--- src/design/adc_cfg_pkg.sv ---
package adc_cfg_pkg;

    // ----------------------------------------
    // Register offsets
    // ----------------------------------------
    localparam logic [14:0] FULL_SCALE_LO_OFFSET = 15'h0030; // Low byte of full-scale code
    localparam logic [14:0] FULL_SCALE_HI_OFFSET = 15'h0031; // High byte of full-scale code
    localparam logic [14:0] POWER_MODE_1_OFFSET  = 15'h0037;
    localparam logic [14:0] TIMESTAMP_OFFSET     = 15'h003b;
    localparam logic [14:0] REF_OUTPUT_OFFSET    = 15'h003c;
    localparam logic [14:0] PLL_DIV_PV_OFFSET    = 15'h003d;
    localparam logic [14:0] PLL_DIV_N_OFFSET     = 15'h003e;
    localparam logic [14:0] OSCILLATOR_BIAS_CODE_OFFSET      = 15'h003f;

    // ----------------------------------------
    // Reset values
    // ----------------------------------------
    localparam logic [15:0] FULL_SCALE_RESET = 16'ha000;
    localparam logic [7:0]  POWER_MODE_RESET = 8'h4b;
    localparam logic [7:0]  TIMESTAMP_RESET  = 8'h00;
    localparam logic [7:0]  REF_OUTPUT_RESET = 8'h01;
    localparam logic [7:0]  PLL_DIV_PV_RESET = 8'h00;
    localparam logic [7:0]  PLL_DIV_N_RESET  = 8'h20;
    localparam logic [7:0]  OSCILLATOR_BIAS_CODE_RESET   = 8'h4f;

    // ----------------------------------------
    // Field positions and codes
    // ----------------------------------------
    localparam int          TS_ENABLE_BIT     = 0;        // Timestamp receiver enable
    localparam int          TS_PECL_BIT       = 1;        // Timestamp PECL-style mode
    localparam int          REF_ENABLE_BIT    = 0;        // Reference output enable
    localparam int          P_DIV_LSB         = 2;        // P divider field 3:2
    localparam int          V_DIV_LSB         = 0;        // V divider field 1:0
    localparam int          N_DIV_MSB         = 5;        // N divider field 5:0
    localparam int          OSCILLATOR_BIAS_CODE_MSB      = 6;        // Bias field 6:0
    localparam logic [7:0]  POWER_CODE_LOW    = 8'h46;    // Low-power mode
    localparam logic [7:0]  POWER_CODE_HIGH   = 8'h4b;    // High-performance mode
    localparam logic [6:0]  OSCILLATOR_BIAS_CODE_TUNED    = 7'h4a;    // Preferred bias with PLL in use
    localparam logic [5:0]  N_DIV_ZERO        = 6'h00;    // Unsupported N ratio
    localparam logic [1:0]  DIV_CODE_0        = 2'h0;
    localparam logic [1:0]  DIV_CODE_1        = 2'h1;
    localparam logic [1:0]  DIV_CODE_2        = 2'h2;
    localparam logic [2:0]  P_RATIO_0         = 3'h1;     // Divide by 1
    localparam logic [2:0]  P_RATIO_1         = 3'h2;     // Divide by 2
    localparam logic [2:0]  P_RATIO_2         = 3'h4;     // Divide by 4
    localparam logic [2:0]  V_RATIO_0         = 3'h5;     // Divide by 5
    localparam logic [2:0]  V_RATIO_1         = 3'h4;     // Divide by 4
    localparam logic [2:0]  V_RATIO_2         = 3'h3;     // Divide by 3
    localparam logic [2:0]  RATIO_RESERVED    = 3'h0;     // Reserved code shows zero

    // ----------------------------------------
    // Serial port frame
    // ----------------------------------------
    localparam logic [4:0]  FRAME_LAST_BIT    = 5'h17;    // 24 bits: R/W, address, data
    localparam logic [4:0]  HEADER_LAST_BIT   = 5'h0f;    // 16 bits: R/W and address
    localparam logic [4:0]  DATA_FIRST_BIT    = 5'h10;    // First data bit index

    // ----------------------------------------
    // Serial port states
    // ----------------------------------------
    typedef enum logic [2:0] {
        SPI_IDLE  = 3'b001,
        SPI_SHIFT = 3'b010,
        SPI_DONE  = 3'b100
    } spi_state_t;

endpackage : adc_cfg_pkg

--- src/design/adc_clock_range_power_cfg_regs.sv ---
`timescale 1ns/1ns
// ----------------------------------------
// Configuration register bank behind the serial control port
// ----------------------------------------
module adc_clock_range_power_cfg_regs (
    input  wire logic        clk,
    input  wire logic        reset,
    input  wire logic        spiClk,              // Serial clock pin, idle low
    input  wire logic        spiSelectN,          // Serial select pin, active low
    input  wire logic        spiDataIn,           // Serial data in pin
    output logic             spiDataOut,          // Serial read data
    output logic             spiDataOutEnN,       // Low while driving read data
    input  wire logic        timestampInput,      // Timestamp pin
    input  wire logic        pllEnable,           // PLL enable pin
    output logic [15:0]      fullScaleCode,
    output logic [7:0]       powerModeCode1,
    output logic             lowPowerSelect,
    output logic             highPerfSelect,
    output logic             powerModeReserved,
    output logic             timestampInputEnable,
    output logic             timestampPeclMode,
    output logic             timestampEvent,      // One-cycle pulse per accepted edge
    output logic             refOutputEnable,
    output logic             refClockOutputOn,
    output logic [2:0]       pllPostDivRatio,
    output logic [2:0]       pllPreDivRatio,
    output logic [5:0]       pllFeedbackDivN,
    output logic             pllFeedbackDivBad,
    output logic [6:0]       oscillatorBiasCode,
    output logic             oscillatorBiasTuned
);

    // ----------------------------------------
    // Synchronised pins
    // ----------------------------------------
    logic sclkLevel;        // Filtered serial clock
    logic selectLevelN;     // Filtered select
    logic sdiLevel;         // Filtered data in
    logic tsLevel;          // Filtered timestamp
    logic pllEnLevel;       // Filtered PLL enable

    pin_sync #(.RESET_LEVEL(1'b0)) syncSclk (
        .clk(clk), .reset(reset), .pinIn(spiClk), .level(sclkLevel)
    );
    pin_sync #(.RESET_LEVEL(1'b1)) syncSelect (
        .clk(clk), .reset(reset), .pinIn(spiSelectN), .level(selectLevelN)
    );
    pin_sync #(.RESET_LEVEL(1'b0)) syncSdi (
        .clk(clk), .reset(reset), .pinIn(spiDataIn), .level(sdiLevel)
    );
    pin_sync #(.RESET_LEVEL(1'b0)) syncTimestamp (
        .clk(clk), .reset(reset), .pinIn(timestampInput), .level(tsLevel)
    );
    pin_sync #(.RESET_LEVEL(1'b0)) syncPllEn (
        .clk(clk), .reset(reset), .pinIn(pllEnable), .level(pllEnLevel)
    );

    // ----------------------------------------
    // Register storage
    // ----------------------------------------
    logic [15:0] fullScale_reg;     // Full-scale code
    logic [7:0]  powerMode_reg;     // First power-mode byte
    logic [7:0]  timestamp_reg;     // Timestamp control
    logic [7:0]  refOutput_reg;     // Reference output control
    logic [7:0]  divPv_reg;         // P and V divider codes
    logic [7:0]  divN_reg;          // N divider ratio
    logic [7:0]  vcoBias_reg;       // Oscillator bias

    // ----------------------------------------
    // Serial port state
    // ----------------------------------------
    adc_cfg_pkg::spi_state_t state_reg;
    adc_cfg_pkg::spi_state_t state_next;
    logic        sclkPrev_reg;      // Last filtered clock level
    logic [4:0]  bitCount_reg;      // Bits taken this frame
    logic [22:0] shift_reg;         // Incoming bits
    logic [7:0]  readShift_reg;     // Outgoing read byte
    logic        readFrame_reg;     // Current frame is a read
    logic        sdoDrive_reg;      // Read data being driven
    logic        sdo_reg;           // Read data bit
    logic        tsPrev_reg;        // Last filtered timestamp level
    logic        tsEvent_reg;       // Timestamp edge pulse

    logic        spiRise;           // Serial clock rising edge
    logic        spiFall;           // Serial clock falling edge
    logic        selected;          // Select held active
    logic [23:0] frameWord;         // Full frame including current bit
    logic [15:0] headerWord;        // R/W and address including current bit
    logic        writeStrobe;       // Frame completes a write
    logic        headerDone;        // Address complete this edge

    assign spiRise    = sclkLevel & ~sclkPrev_reg;
    assign spiFall    = ~sclkLevel & sclkPrev_reg;
    assign selected   = ~selectLevelN;
    assign frameWord  = {shift_reg, sdiLevel};
    assign headerWord = {shift_reg[14:0], sdiLevel};
    assign headerDone = (state_reg == adc_cfg_pkg::SPI_SHIFT) && selected && spiRise
                        && (bitCount_reg == adc_cfg_pkg::HEADER_LAST_BIT);
    assign writeStrobe = (state_reg == adc_cfg_pkg::SPI_SHIFT) && selected && spiRise
                        && (bitCount_reg == adc_cfg_pkg::FRAME_LAST_BIT)
                        && !frameWord[23];

    // ----------------------------------------
    // Read data selection
    // ----------------------------------------
    function automatic logic [7:0] readValue(input logic [14:0] addr);
        logic [7:0] value;
        value = 8'h00;                      // Unmapped reads as zero
        case (addr)
            adc_cfg_pkg::FULL_SCALE_LO_OFFSET: value = fullScale_reg[7:0];
            adc_cfg_pkg::FULL_SCALE_HI_OFFSET: value = fullScale_reg[15:8];
            adc_cfg_pkg::POWER_MODE_1_OFFSET:  value = powerMode_reg;
            adc_cfg_pkg::TIMESTAMP_OFFSET:     value = timestamp_reg;
            adc_cfg_pkg::REF_OUTPUT_OFFSET:    value = refOutput_reg;
            adc_cfg_pkg::PLL_DIV_PV_OFFSET:    value = divPv_reg;
            adc_cfg_pkg::PLL_DIV_N_OFFSET:     value = divN_reg;
            adc_cfg_pkg::OSCILLATOR_BIAS_CODE_OFFSET:      value = vcoBias_reg;
            default:                           value = 8'h00;
        endcase
        return value;
    endfunction : readValue

    // ----------------------------------------
    // Frame state machine
    // ----------------------------------------
    always_comb begin
        state_next = state_reg;
        case (state_reg)
            adc_cfg_pkg::SPI_IDLE: begin
                if (selected) begin
                    state_next = adc_cfg_pkg::SPI_SHIFT;
                end
            end
            adc_cfg_pkg::SPI_SHIFT: begin
                if (!selected) begin
                    state_next = adc_cfg_pkg::SPI_IDLE;
                end else if (spiRise && bitCount_reg == adc_cfg_pkg::FRAME_LAST_BIT) begin
                    state_next = adc_cfg_pkg::SPI_DONE;
                end
            end
            adc_cfg_pkg::SPI_DONE: begin
                // Extra clocks are ignored until select drops
                if (!selected) begin
                    state_next = adc_cfg_pkg::SPI_IDLE;
                end
            end
            default: begin
                state_next = adc_cfg_pkg::SPI_IDLE;
            end
        endcase
    end

    // State register
    always_ff @(posedge clk) begin
        if (reset) begin
            state_reg <= adc_cfg_pkg::SPI_IDLE;
        end else begin
            state_reg <= state_next;
        end
    end

    // ----------------------------------------
    // Shift in and bit count
    // ----------------------------------------
    always_ff @(posedge clk) begin
        if (reset) begin
            sclkPrev_reg <= 1'b0;
            bitCount_reg <= 5'h00;
            shift_reg    <= 23'h000000;
        end else begin
            sclkPrev_reg <= sclkLevel;
            if (state_reg != adc_cfg_pkg::SPI_SHIFT) begin
                // Fresh frame on each select
                bitCount_reg <= 5'h00;
                shift_reg    <= 23'h000000;
            end else if (spiRise) begin
                bitCount_reg <= bitCount_reg + 5'h01;
                shift_reg    <= frameWord[22:0];
            end
        end
    end

    // ----------------------------------------
    // Read data shift out
    // ----------------------------------------
    always_ff @(posedge clk) begin
        if (reset) begin
            readFrame_reg <= 1'b0;
            readShift_reg <= 8'h00;
            sdoDrive_reg  <= 1'b0;
            sdo_reg       <= 1'b0;
        end else if (!selected) begin
            // Release the line as soon as select drops
            readFrame_reg <= 1'b0;
            sdoDrive_reg  <= 1'b0;
        end else if (headerDone) begin
            readFrame_reg <= headerWord[15];
            readShift_reg <= readValue(headerWord[14:0]);
        end else if (spiFall && readFrame_reg && bitCount_reg >= adc_cfg_pkg::DATA_FIRST_BIT
                     && state_reg == adc_cfg_pkg::SPI_SHIFT) begin
            // Present next bit ahead of the following rising edge
            sdoDrive_reg  <= 1'b1;
            sdo_reg       <= readShift_reg[7];
            readShift_reg <= {readShift_reg[6:0], 1'b0};
        end
    end

    assign spiDataOut    = sdo_reg;
    assign spiDataOutEnN = ~sdoDrive_reg;

    // ----------------------------------------
    // Register writes
    // ----------------------------------------
    // Full-scale code, one byte per address
    always_ff @(posedge clk) begin
        if (reset) begin
            fullScale_reg <= adc_cfg_pkg::FULL_SCALE_RESET;
        end else if (writeStrobe) begin
            if (frameWord[22:8] == adc_cfg_pkg::FULL_SCALE_LO_OFFSET) begin
                fullScale_reg[7:0] <= frameWord[7:0];
            end else if (frameWord[22:8] == adc_cfg_pkg::FULL_SCALE_HI_OFFSET) begin
                fullScale_reg[15:8] <= frameWord[7:0];
            end
        end
    end

    // Byte registers, stored whole including reserved bits
    always_ff @(posedge clk) begin
        if (reset) begin
            powerMode_reg <= adc_cfg_pkg::POWER_MODE_RESET;
            timestamp_reg <= adc_cfg_pkg::TIMESTAMP_RESET;
            refOutput_reg <= adc_cfg_pkg::REF_OUTPUT_RESET;
            divPv_reg     <= adc_cfg_pkg::PLL_DIV_PV_RESET;
            divN_reg      <= adc_cfg_pkg::PLL_DIV_N_RESET;
            vcoBias_reg   <= adc_cfg_pkg::OSCILLATOR_BIAS_CODE_RESET;
        end else if (writeStrobe) begin
            case (frameWord[22:8])
                adc_cfg_pkg::POWER_MODE_1_OFFSET: powerMode_reg <= frameWord[7:0];
                adc_cfg_pkg::TIMESTAMP_OFFSET:    timestamp_reg <= frameWord[7:0];
                adc_cfg_pkg::REF_OUTPUT_OFFSET:   refOutput_reg <= frameWord[7:0];
                adc_cfg_pkg::PLL_DIV_PV_OFFSET:   divPv_reg     <= frameWord[7:0];
                adc_cfg_pkg::PLL_DIV_N_OFFSET:    divN_reg      <= frameWord[7:0];
                adc_cfg_pkg::OSCILLATOR_BIAS_CODE_OFFSET:     vcoBias_reg   <= frameWord[7:0];
                default: begin
                    // Unmapped writes are dropped
                end
            endcase
        end
    end

    // ----------------------------------------
    // Decoded controls
    // ----------------------------------------
    // Power mode and full-scale outputs
    always_ff @(posedge clk) begin
        if (reset) begin
            fullScaleCode     <= adc_cfg_pkg::FULL_SCALE_RESET;
            powerModeCode1    <= adc_cfg_pkg::POWER_MODE_RESET;
            lowPowerSelect    <= 1'b0;
            highPerfSelect    <= 1'b1;
            powerModeReserved <= 1'b0;
        end else begin
            fullScaleCode     <= fullScale_reg;
            powerModeCode1    <= powerMode_reg;
            lowPowerSelect    <= (powerMode_reg == adc_cfg_pkg::POWER_CODE_LOW);
            highPerfSelect    <= (powerMode_reg == adc_cfg_pkg::POWER_CODE_HIGH);
            powerModeReserved <= (powerMode_reg != adc_cfg_pkg::POWER_CODE_LOW)
                                 && (powerMode_reg != adc_cfg_pkg::POWER_CODE_HIGH);
        end
    end

    // Timestamp and reference output controls
    always_ff @(posedge clk) begin
        if (reset) begin
            timestampInputEnable <= 1'b0;
            timestampPeclMode    <= 1'b0;
            refOutputEnable      <= 1'b1;
            refClockOutputOn     <= 1'b0;
        end else begin
            timestampInputEnable <= timestamp_reg[adc_cfg_pkg::TS_ENABLE_BIT];
            timestampPeclMode    <= timestamp_reg[adc_cfg_pkg::TS_PECL_BIT];
            refOutputEnable      <= refOutput_reg[adc_cfg_pkg::REF_ENABLE_BIT];
            refClockOutputOn     <= refOutput_reg[adc_cfg_pkg::REF_ENABLE_BIT]
                                    & pllEnLevel;
        end
    end

    // Timestamp edges are taken only while the receiver is enabled
    always_ff @(posedge clk) begin
        if (reset) begin
            tsPrev_reg  <= 1'b0;
            tsEvent_reg <= 1'b0;
        end else begin
            tsPrev_reg  <= tsLevel;
            tsEvent_reg <= tsLevel & ~tsPrev_reg
                           & timestamp_reg[adc_cfg_pkg::TS_ENABLE_BIT];
        end
    end

    assign timestampEvent = tsEvent_reg;

    // PLL divider ratios and bias
    always_ff @(posedge clk) begin
        if (reset) begin
            pllPostDivRatio     <= adc_cfg_pkg::P_RATIO_0;
            pllPreDivRatio      <= adc_cfg_pkg::V_RATIO_0;
            pllFeedbackDivN     <= adc_cfg_pkg::PLL_DIV_N_RESET[adc_cfg_pkg::N_DIV_MSB:0];
            pllFeedbackDivBad   <= 1'b0;
            oscillatorBiasCode  <= adc_cfg_pkg::OSCILLATOR_BIAS_CODE_RESET[adc_cfg_pkg::OSCILLATOR_BIAS_CODE_MSB:0];
            oscillatorBiasTuned <= 1'b0;
        end else begin
            case (divPv_reg[adc_cfg_pkg::P_DIV_LSB +: 2])
                adc_cfg_pkg::DIV_CODE_0: pllPostDivRatio <= adc_cfg_pkg::P_RATIO_0;
                adc_cfg_pkg::DIV_CODE_1: pllPostDivRatio <= adc_cfg_pkg::P_RATIO_1;
                adc_cfg_pkg::DIV_CODE_2: pllPostDivRatio <= adc_cfg_pkg::P_RATIO_2;
                default:                 pllPostDivRatio <= adc_cfg_pkg::RATIO_RESERVED;
            endcase
            case (divPv_reg[adc_cfg_pkg::V_DIV_LSB +: 2])
                adc_cfg_pkg::DIV_CODE_0: pllPreDivRatio <= adc_cfg_pkg::V_RATIO_0;
                adc_cfg_pkg::DIV_CODE_1: pllPreDivRatio <= adc_cfg_pkg::V_RATIO_1;
                adc_cfg_pkg::DIV_CODE_2: pllPreDivRatio <= adc_cfg_pkg::V_RATIO_2;
                default:                 pllPreDivRatio <= adc_cfg_pkg::RATIO_RESERVED;
            endcase
            pllFeedbackDivN     <= divN_reg[adc_cfg_pkg::N_DIV_MSB:0];
            pllFeedbackDivBad   <= (divN_reg[adc_cfg_pkg::N_DIV_MSB:0]
                                    == adc_cfg_pkg::N_DIV_ZERO);
            oscillatorBiasCode  <= vcoBias_reg[adc_cfg_pkg::OSCILLATOR_BIAS_CODE_MSB:0];
            oscillatorBiasTuned <= (vcoBias_reg[adc_cfg_pkg::OSCILLATOR_BIAS_CODE_MSB:0]
                                    == adc_cfg_pkg::OSCILLATOR_BIAS_CODE_TUNED);
        end
    end

endmodule : adc_clock_range_power_cfg_regs

--- src/design/pin_sync.sv ---
`timescale 1ns/1ns
// ----------------------------------------
// Three-stage pin synchroniser with agreement filter
// ----------------------------------------
module pin_sync #(
    parameter logic RESET_LEVEL = 1'b0   // Level shown during reset
) (
    input  wire logic clk,
    input  wire logic reset,
    input  wire logic pinIn,
    output logic      level
);

    logic stage1_reg;   // Metastability catcher, read only by stage2
    logic stage2_reg;
    logic stage3_reg;

    // Shift chain
    always_ff @(posedge clk) begin
        if (reset) begin
            stage1_reg <= RESET_LEVEL;
            stage2_reg <= RESET_LEVEL;
            stage3_reg <= RESET_LEVEL;
        end else begin
            stage1_reg <= pinIn;
            stage2_reg <= stage1_reg;
            stage3_reg <= stage2_reg;
        end
    end

    // Output follows only once stages two and three agree
    always_ff @(posedge clk) begin
        if (reset) begin
            level <= RESET_LEVEL;
        end else if (stage2_reg == stage3_reg) begin
            level <= stage3_reg;
        end
    end

endmodule : pin_sync
--- config.mk ---
export PLATFORM = sky130hd
export DESIGN_NAME = adc_clock_range_power_cfg_regs
export DESIGN_NICKNAME = d
export VERILOG_FILES = /design/src/design/adc_cfg_pkg.sv /design/src/design/adc_clock_range_power_cfg_regs.sv /design/src/design/pin_sync.sv
export SDC_FILE = /design/constraint.sdc
export NUM_CORES = 1
export LEC_CHECK = 0
export BUFFER_PORTS_ARGS = -buffer_cell sky130_fd_sc_hd__buf_4
export CAP_MARGIN = 20
export CORE_UTILIZATION = 40
export CTS_CLUSTER_DIAMETER = 120
export DETAILED_ROUTE_END_ITERATION = 12
export PLACE_DENSITY_LB_ADDON = 0.12
export SYNTH_ARGS = -nofsm -noshare
export SYNTH_HDL_FRONTEND = slang
export SYNTH_HIERARCHICAL = 1
export SYNTH_SLANG_ARGS = --single-unit
export TNS_END_PERCENT = 30
--- constraint.sdc ---
create_clock -name clk -period 2.4 [get_ports clk]
set_input_delay 0.24 -clock clk [delete_from_list [all_inputs] [get_ports clk]]
set_output_delay 0.24 -clock clk [all_outputs]
set_load 0.02 [all_outputs]
* After elaboration in Yosys (flattened, before gate mapping)
Index checks and enable logic that the tools add are counted.
Word-level totals: bits in registers 181, input port bits 7, output and inout bits 55, logic and storage cells 145
Operators by class: add/sub/neg operators 1, magnitude comparators 1, equality and inequality tests 39, multiplexer cells 10, bitwise logic cells 12, reductions and logical operators 29
Operators by type and width (number):
- equality test 15 x 6 -> 1 bit, second input constant | 16
- one-hot mux 8 bit (8 select lines) | 1
- one-hot mux 3 bit (3 select lines) | 3
- AND reduction 2 bit | 9
- equality test 8 x 7 -> 1 bit, second input constant | 2
- 2-to-1 mux 8 bit | 2
- != test 8 x 7 -> 1 bit, second input constant | 2
- 2-to-1 mux 3 bit | 4
- logical AND 1 bit | 10
- AND reduction 3 bit | 3
- equality test 7 bit, second input constant | 1
- NOT 1 bit | 7
- zero test 6 bit | 1
- adder 5 x 1 -> 5 bit, second input constant | 1
- bitwise AND 1 bit | 5
- equality test 1 bit | 5
- equality test 5 x 4 -> 1 bit, second input constant | 1
- equality test 5 bit, second input constant | 1
- >= comparator 5 bit, second input constant | 1
- equality test 2 x 1 -> 1 bit, second input constant | 2
- equality test 2 bit, second input constant | 2
- zero test 2 bit | 2
- OR reduction 2 bit | 2
- equality test 3 x 1 -> 1 bit, second input constant | 1
- 8 further kinds | 8

* Longest topological paths before layout
Gate-level depths: netlist (run 1).
depth after elaboration 7, depth in mapped cells 8, mapped depth without buffers 8

* Modules after synthesis
The synthesis (run 1) kept the hierarchy.
Modules (own cells, without submodules):
- adc_clock_range_power_cfg_regs | times used 1, cells an instance 678, area an instance 6292.3 um^2, seq. area each 3223.1 um^2
- pin_sync at syncPllEn ... | times used 4, cells an instance 10, area an instance 112.6 um^2, seq. area each 80.1 um^2
- pin_sync at syncSelect | times used 1, cells an instance 10, area an instance 115.1 um^2, seq. area each 80.1 um^2

* Least setup slack after synthesis (run 1)
Ideal clock, no wire load.
path type register -> register, start point register state_reg[2], end point register refOutput_reg[7], setup time 0.128 ns, data arrival time 1.915 ns, required time 2.272 ns, setup slack 0.357 ns, cell stages (with the launch flop) 9, buffers on the path 3, clock period less this slack 2.043 ns, cell sequence dfxtp_1 > buf_6 > or4b_1 > buf_2 > nor4_4 > and4b_1 > buf_6 > mux2i_1 > nor2_1
Between the ends: cells in the longest elaborated chain, start to end 6
RTL lines:
- start: declaration | RTL line adc_clock_range_power_cfg_regs.sv:72 | adc_cfg_pkg::spi_state_t state_reg;
- start signal: assignment | RTL line adc_clock_range_power_cfg_regs.sv:156 | state_reg <= adc_cfg_pkg::SPI_IDLE;
- start signal: assignment | RTL line adc_clock_range_power_cfg_regs.sv:158 | state_reg <= state_next;
- equality test 3 x 2 -> 1 bit | RTL line adc_clock_range_power_cfg_regs.sv:99 | assign writeStrobe = (state_reg == adc_cfg_pkg::SPI_SHIFT) && selected && spiRise
- logical AND 1 bit (2 in a row) | RTL line adc_clock_range_power_cfg_regs.sv:99
- logical AND 1 bit | RTL line adc_clock_range_power_cfg_regs.sv:100 | && (bitCount_reg == adc_cfg_pkg::FRAME_LAST_BIT)
- logical AND 1 bit | RTL line adc_clock_range_power_cfg_regs.sv:101 | && !frameWord[23];
- AND reduction 2 bit (no line)
- end signal: assignment | RTL line adc_clock_range_power_cfg_regs.sv:232 | refOutput_reg <= adc_cfg_pkg::REF_OUTPUT_RESET;
- end signal: assignment | RTL line adc_clock_range_power_cfg_regs.sv:240 | adc_cfg_pkg::REF_OUTPUT_OFFSET: refOutput_reg <= frameWord[7:0];
- end: declaration | RTL line adc_clock_range_power_cfg_regs.sv:64 | logic [7:0] refOutput_reg;
No other way between the ends. A chain may end at the register's enable or synchronous reset.

* Final worst setup path (run 1)
start point register bitCount_reg[0], end point register readShift_reg[7]
Between the ends: cells in the longest elaborated chain, start to end 5, elaborated cells between the ends (all ways) 8, classes of those cells order compare: 1; eq/ne: 1; mux: 1; reduce/logical: 5
RTL lines:
- start: declaration | RTL line adc_clock_range_power_cfg_regs.sv:75 | logic [4:0] bitCount_reg;
- start signal: assignment | RTL line adc_clock_range_power_cfg_regs.sv:177 | bitCount_reg <= bitCount_reg + 5'h01;
- >= comparator 5 bit | RTL line adc_clock_range_power_cfg_regs.sv:199 | end else if (spiFall && readFrame_reg && bitCount_reg >= adc_cfg_pkg::DATA_FIRST_BIT
- logical AND 1 bit | RTL line adc_clock_range_power_cfg_regs.sv:199
- logical AND 1 bit | RTL line adc_clock_range_power_cfg_regs.sv:200 | && state_reg == adc_cfg_pkg::SPI_SHIFT) begin
- nonzero test 2 bit (no line)
- AND reduction 2 bit (no line)
- end signal: assignment | RTL line adc_clock_range_power_cfg_regs.sv:198 | readShift_reg <= readValue(headerWord[14:0]);
- end signal: assignment | RTL line adc_clock_range_power_cfg_regs.sv:204 | readShift_reg <= {readShift_reg[6:0], 1'b0};
- end: declaration | RTL line adc_clock_range_power_cfg_regs.sv:77 | logic [7:0] readShift_reg;
Several ways; a longest one is shown, not always the timed one.

==> results of run 1 <==
## metrics by stage
stage / hold slack [ns] / setup slack (ns) / cells
after global routing: 0.0212 / 0.0674 / 1024
after global placement: 0.392 / 0.189 / 990
final: 0.0121 / 0.198 / 1024
after CTS: 0.00250 / 0.0731 / 1024
after detailed placement: 0.404 / 0.0841 / 990
after floorplan: 0.309 / 0.357 / 728
## report_power, final
| part | internal (mW) | total, mW | switching, mW |
|---|---|---|---|
| sequential | 3.01 | 3.02 | 0.00417 |
| clock | 1.49 | 2.73 | 1.24 |
| combinational | 0.0256 | 0.0641 | 0.0386 |
| total | 4.53 | 5.81 | 1.29 |
## worst paths after layout
path | from | endpoint | slack [ns] | depth (start not counted)
worst max-delay path | bitCount_reg[0] | readShift_reg[7] | 0.20 | 9
worst min-delay path | timestampInput | syncTimestamp/stage1_reg | 0.01 | 2
worst max register to register | bitCount_reg[0] | readShift_reg[7] | 0.20 | 9
worst min register to register | syncSelect/stage1_reg | syncSelect/stage2_reg | 0.42 | 1
## cell families (layout without fill, tap and decap cells)
family,after synthesis,in the layout
AOI/OAI and AO/OA,134,134
buffers and inverters,58,134
adders and majority gates,2,2
muxes,44,44
xor gates and xnor gates,4,4
DFF,181,181
and+or+nand+nor,305,305
## critical path, delay by kind of cell, from the launching register on
kind	cells	cell delay, ns
AND/OR/NAND/NOR	4	0.83
flip-flops	1	0.37
adder cells (fa/ha/maj)	2	0.36
AO/OA/AOI/OAI	2	0.36
buffers and inverters	1	0.21
## cell type report
type	count	area share (%)
Clock inverter	13	1.66
Tap cell	220	3.34
Inverter	12	0.547
Timing Repair Buffer	90	8.57
Clock buffer	19	5.38
Sequential cell	181	44.0
Multi-Input combinational cell	489	36.5
## layer usage
| layer | share of wire, % | track usage (%) | wire length, um | up-vias |
|---|---|---|---|---|
| li1 | - | - | - | 2643 |
| met5 | 0 | 0 | 0 | - |
| met2 | 46 | 30.3 | 7460 | 118 |
| met3 | 4.3 | 3.98 | 706 | 16 |
| met1 | 48 | 26.0 | 7870 | 2488 |
| met4 | 1.4 | 6.70 | 225 | 0 |
## timing repair
item | CTS | global route
endpoints found under the hold margin | 2 | 0
hold buffers | 2 | 0
endpoints found under the setup margin | 0 | 13
gates resized for setup | 0 | 3
## cell usage in the layout, fill, tap and decap left out, types with 5 or more instances in the layout
cell type / instances
and3_1: 6
a22o_1: 6
nand2b_1: 22
nor2b_1: 42
nor3_1: 11
o21bai_1: 5
dfxtp_1: 181
inv_1: 12
nand4b_1: 5
nor2_1: 63
inv_6: 5
o21ai_1: 14
or2_2: 13
clkbuf_16: 17
nor4_1: 7
nand3_1: 9
o21ai_0: 13
nand3b_1: 5
buf_4: 86
nand2_1: 82
a21oi_1: 51
mux2i_1: 39
mux2_2: 5
a31oi_1: 7
nor3b_1: 6
a22oi_1: 10
==> flow_summary.toml, run 1 <==
[status]
status = "finished clean"

[pwr]
vdd_ir_drop_max_mv = 0.479
power_density_nw_per_um2 = 706
p_total_mw = 5.81
p_leak_nw = 3.18

[drt]
ant_nets = 0
via_per_inst = 5.14
wl_per_cell_um = 15.9
wirelength_um = 16300
num_vias = 5265
drc = 0
dr.first_iter.drc_count = 372
dr.pass1.iters = 7

[logic_synthesis]
synth_top_family_by_area = "simple AND/OR/NAND/NOR gates"
ys_seq_area_share_pct = 52.8
synth-seq-cells = 181
synthSimpleGateAreaFrac_pct = 24.1
synth-main-ff-cell = "dfxtp_1"
async_flop_share_pct = 0
synth_top_cells_by_area = "dfxtp_1 (53%), mux2i_1 (5.7%), nand2_1 (4.5%), nor2b_1 (3.8%), a21oi_1 (3.7%)"
avgSynthCellArea_sq_um = 9.42
synth-edff-count = 0
synthXorXnorAreaFrac_pct = 0.511
netlist_area_sq_um = 6860
yosysMostFrequentCell = "dfxtp_1"
syn_inst = 728
synthMuxAreaShare_pct = 6.51
synth_compound_area_share_pct = 12.1
ys_top_cells_by_count = "dfxtp_1 (181), nand2_1 (82), nor2_1 (63)"
synth_top_area_cell = "dfxtp_1"
postSynthNetCount = 737
yosys.area_share.adder_pct = 0.365
yosys.area.top_type_share_pct = 52.8
synth_warnings = 6
synth.distinct_cells = 64

[global_routing]
grt_pass1_wl_um = 26600
grt_overflow_total = 0
grt_usage_pct = 19.2
grt_pass1_vias = 4964
grt_antenna_before_repair = 0
grt_max_degree = 103

[clock_tree]
cts_buffers = 17
post_cts_buffers = 0
cts.clk_slew.worst_paths_ns = 0.07
cts_buffer_depth = 2
cts_sinks = 181
cts_tree = "done"
root_buffer = "clkbuf_16"
clock_latency_ns = 0.43
htreeDepth = 4

[sta]
fmax_ghz = 0.454
relSlewSlack_pct = 31.7
fin_tns_setup_ns = 0
worstMarginPinSlew_ns = 1.02
drv_slew = 0
finalSetupViolCount = 0
grt_setup_unrepaired = "false"
period_needed_ns = 2.20
fin_skew_ns = 0.00991
fin_crit_sh_pct = 91.7
hold_viol_final = 0

[final_layout]
n_fill_cell = 1583
largest_reg_flops = 23
multi_input_area_sq_um = 3000
diodes = 0
synthToLayoutAreaGrowth_pct = 20.0
finalNetCount = 800
seq_area_sq_um = 3620
fin_util_pct = 49.5
fin_area_sq_um = 8230
drive_gt1_share_pct = 18.8

[die]
start_util_pct = 41.2
num_io_pins = 62
die_w_um = 133
die_area_sq_um = 17700
core-area_sq_um = 16600
die_h_um = 133
rows = 47

[setup_path]
crit_chain = "ha_1 -> and3_1 -> ha_1 -> nand3b_1 -> nand4b_1 -> nor4_2 -> buf_4 -> o21ai_0 -> a31oi_1"
arrival_ns = 2.56
path_max_fanout = 5
crit_top_cell = "ha_1"
cp-end-kind = "register"
start_kind = "register"
slowest_stage = "dfxtp_1"
max_stage_delay_ns = 0.37
worst-setup-path-type = "register to register"
critPathRequiredTime_ns = 2.76

[placed_design]
dpl.hpwl_um = 11500
gp_congestion = 0.836
dpl-instance-area_sq_um = 7620
portBuffers = 61

[min_path]
hp-class = "input pin to register"

[flow_run]
max-cap-violations = 0
Power figures use the tool's default switching activity.
==> run 2, diff against run 1 <==
- PLACE_DENSITY_LB_ADDON: 0.12 -> 0.08
==> flow_summary.toml, run 2 (synthesis gave the netlist of run 1 again) <==
[clock_tree]
cts_buffer_depth = 2
cts.clk_slew.worst_paths_ns = 0.07
post_cts_buffers = 0
cts_sinks = 181
clock_latency_ns = 0.43
cts_buffers = 17
cts_tree = "done"
htreeDepth = 4
root_buffer = "clkbuf_16"

[final_layout]
final_cell_mix = "dfxtp_1 (181), buf_4 (95), nand2_1 (82)"
drive_gt1_share_pct = 19.4
synthToLayoutAreaGrowth_pct = 20.7
layout_commonest_cell = "dfxtp_1"
largest_reg_flops = 23
diodes = 0
finalNetCount = 807
n_fill_cell = 1611
seq_area_sq_um = 3620
final_cells = 1031
multi_input_area_sq_um = 2990

[placed_design]
dpl.hpwl_um = 11900
dp_cells = 998
dp_slack_ns = 0.175
portBuffers = 61
gp_congestion = 0.851

[flow_run]
max-cap-violations = 0

[drt]
wirelength_um = 16500
dr.pass1.iters = 5
ant_nets = 0
dr.first_iter.drc_count = 425
drc = 0
num_vias = 5364
via_per_inst = 5.20
wl_per_cell_um = 16.0

[min_path]
hp-class = "input pin to register"

[sta]
fmax_ghz = 0.457
fin_crit_sh_pct = 91.3
period_needed_ns = 2.19
hold_viol_final = 0
fin_skew_ns = 0.00958
fin_tns_setup_ns = 0
relSlewSlack_pct = 53.0
finalSetupViolCount = 0
fin_ws_ns = 0.210
worstMarginPinSlew_ns = 0.704
grt_setup_unrepaired = "false"
drv_slew = 0

[global_routing]
grt_antenna_before_repair = 0
grt_usage_pct = 19.6
grt_pass1_vias = 4984
grt_max_degree = 51
grt_pass1_wl_um = 26700
grt_overflow_total = 0

[setup_path]
arrival_ns = 2.50
reg2reg_slack_ns = 0.21
worst-setup-path-type = "register to register"
crit_chain = "or4b_1 -> nor4_4 -> and4b_1 -> buf_12 -> mux2i_1 -> nor2_1"
path_max_fanout = 9
start_kind = "register"
cp-end-kind = "register"
slowest_stage = "or4b_1"
critPathRequiredTime_ns = 2.71
max_stage_delay_ns = 0.65

[die]
num_io_pins = 62
core-area_sq_um = 16600
die_area_sq_um = 17700
start_util_pct = 41.2
die_w_um = 133
rows = 47
die_h_um = 133

[pwr]
vdd_ir_drop_max_mv = 0.505
power_density_nw_per_um2 = 709
p_leak_nw = 3.23

[status]
status = "finished clean"
[run 2: cell count changes in the layout (fill, tap and decap cells not counted), sizes merged]
cell,before,now
buf,88,96
bufinv,1,2
clkbuf,19,20
clkinv,2,4
clkinvlp,3,1
dlygate4sd3,2,1
inv,19,17
[run 2: metal layers]
layer / routed length, um / track usage (%) / vias to the layer above
met5: 0 / 0 / -
met4: 335 / 7.98 / 0
met3: 642 / 3.45 / 23
met2: 7580 / 30.8 / 144
met1: 7900 / 26.5 / 2543
li1: - / - / 2654
[run 2: worst paths after layout]
kind | startpoint | endpoint | depth (start not counted)
max | state_reg[1] | refOutput_reg[5] | 6
min | timestampInput | syncTimestamp/stage1_reg | 2
max reg2reg | state_reg[1] | refOutput_reg[5] | 6
min reg2reg | syncSelect/stage1_reg | syncSelect/stage2_reg | 1
[run 2: critical path, delay by kind of cell, from the launching register on]
family	cells	cell delay, ns
buffers and inverters	1	0.14
DFF	1	0.42
and+or+nand+nor	4	1.32
muxes	1	0.19
[run 2: area by class of cell]
class	count	share of cell area [%]
inverter	12	0.544
multi-input combinational	489	36.2
sequential	181	43.8
tap	220	3.33
clock buffer	20	5.52
clock inverter	12	1.68
timing repair buffer	97	8.98
[run 2: what timing repair did]
action / in CTS / in global routing
endpoints found under the setup margin: 0 / 6
resized for setup: 0 / 1
hold endpoints to repair: 1 / 0
hold buffers: 1 / 0
[run 2: where the power goes]
part           switching (mW)  leakage, nW  internal [mW]
Combinational          0.0389         1.47         0.0234
Clock                    1.18        0.292           1.61
Sequential            0.00395         1.46           3.01
[run 2: stage by stage]
| step | instance area [sq um] | power, mW | hold WS, ns | utilization [%] |
|---|---|---|---|---|
| floorplan | 6860 | 3.12 | 0.309 | - |
| global placement | 7670 | 3.15 | 0.404 | 46.1 |
| detailed placement | 7670 | 3.15 | 0.401 | 46.1 |
| CTS | 8270 | 5.93 | 0.00442 | 49.7 |
| global route | 8280 | 6.09 | 0.0108 | 49.7 |
| finish | 8280 | 5.87 | 0.0171 | 49.7 |
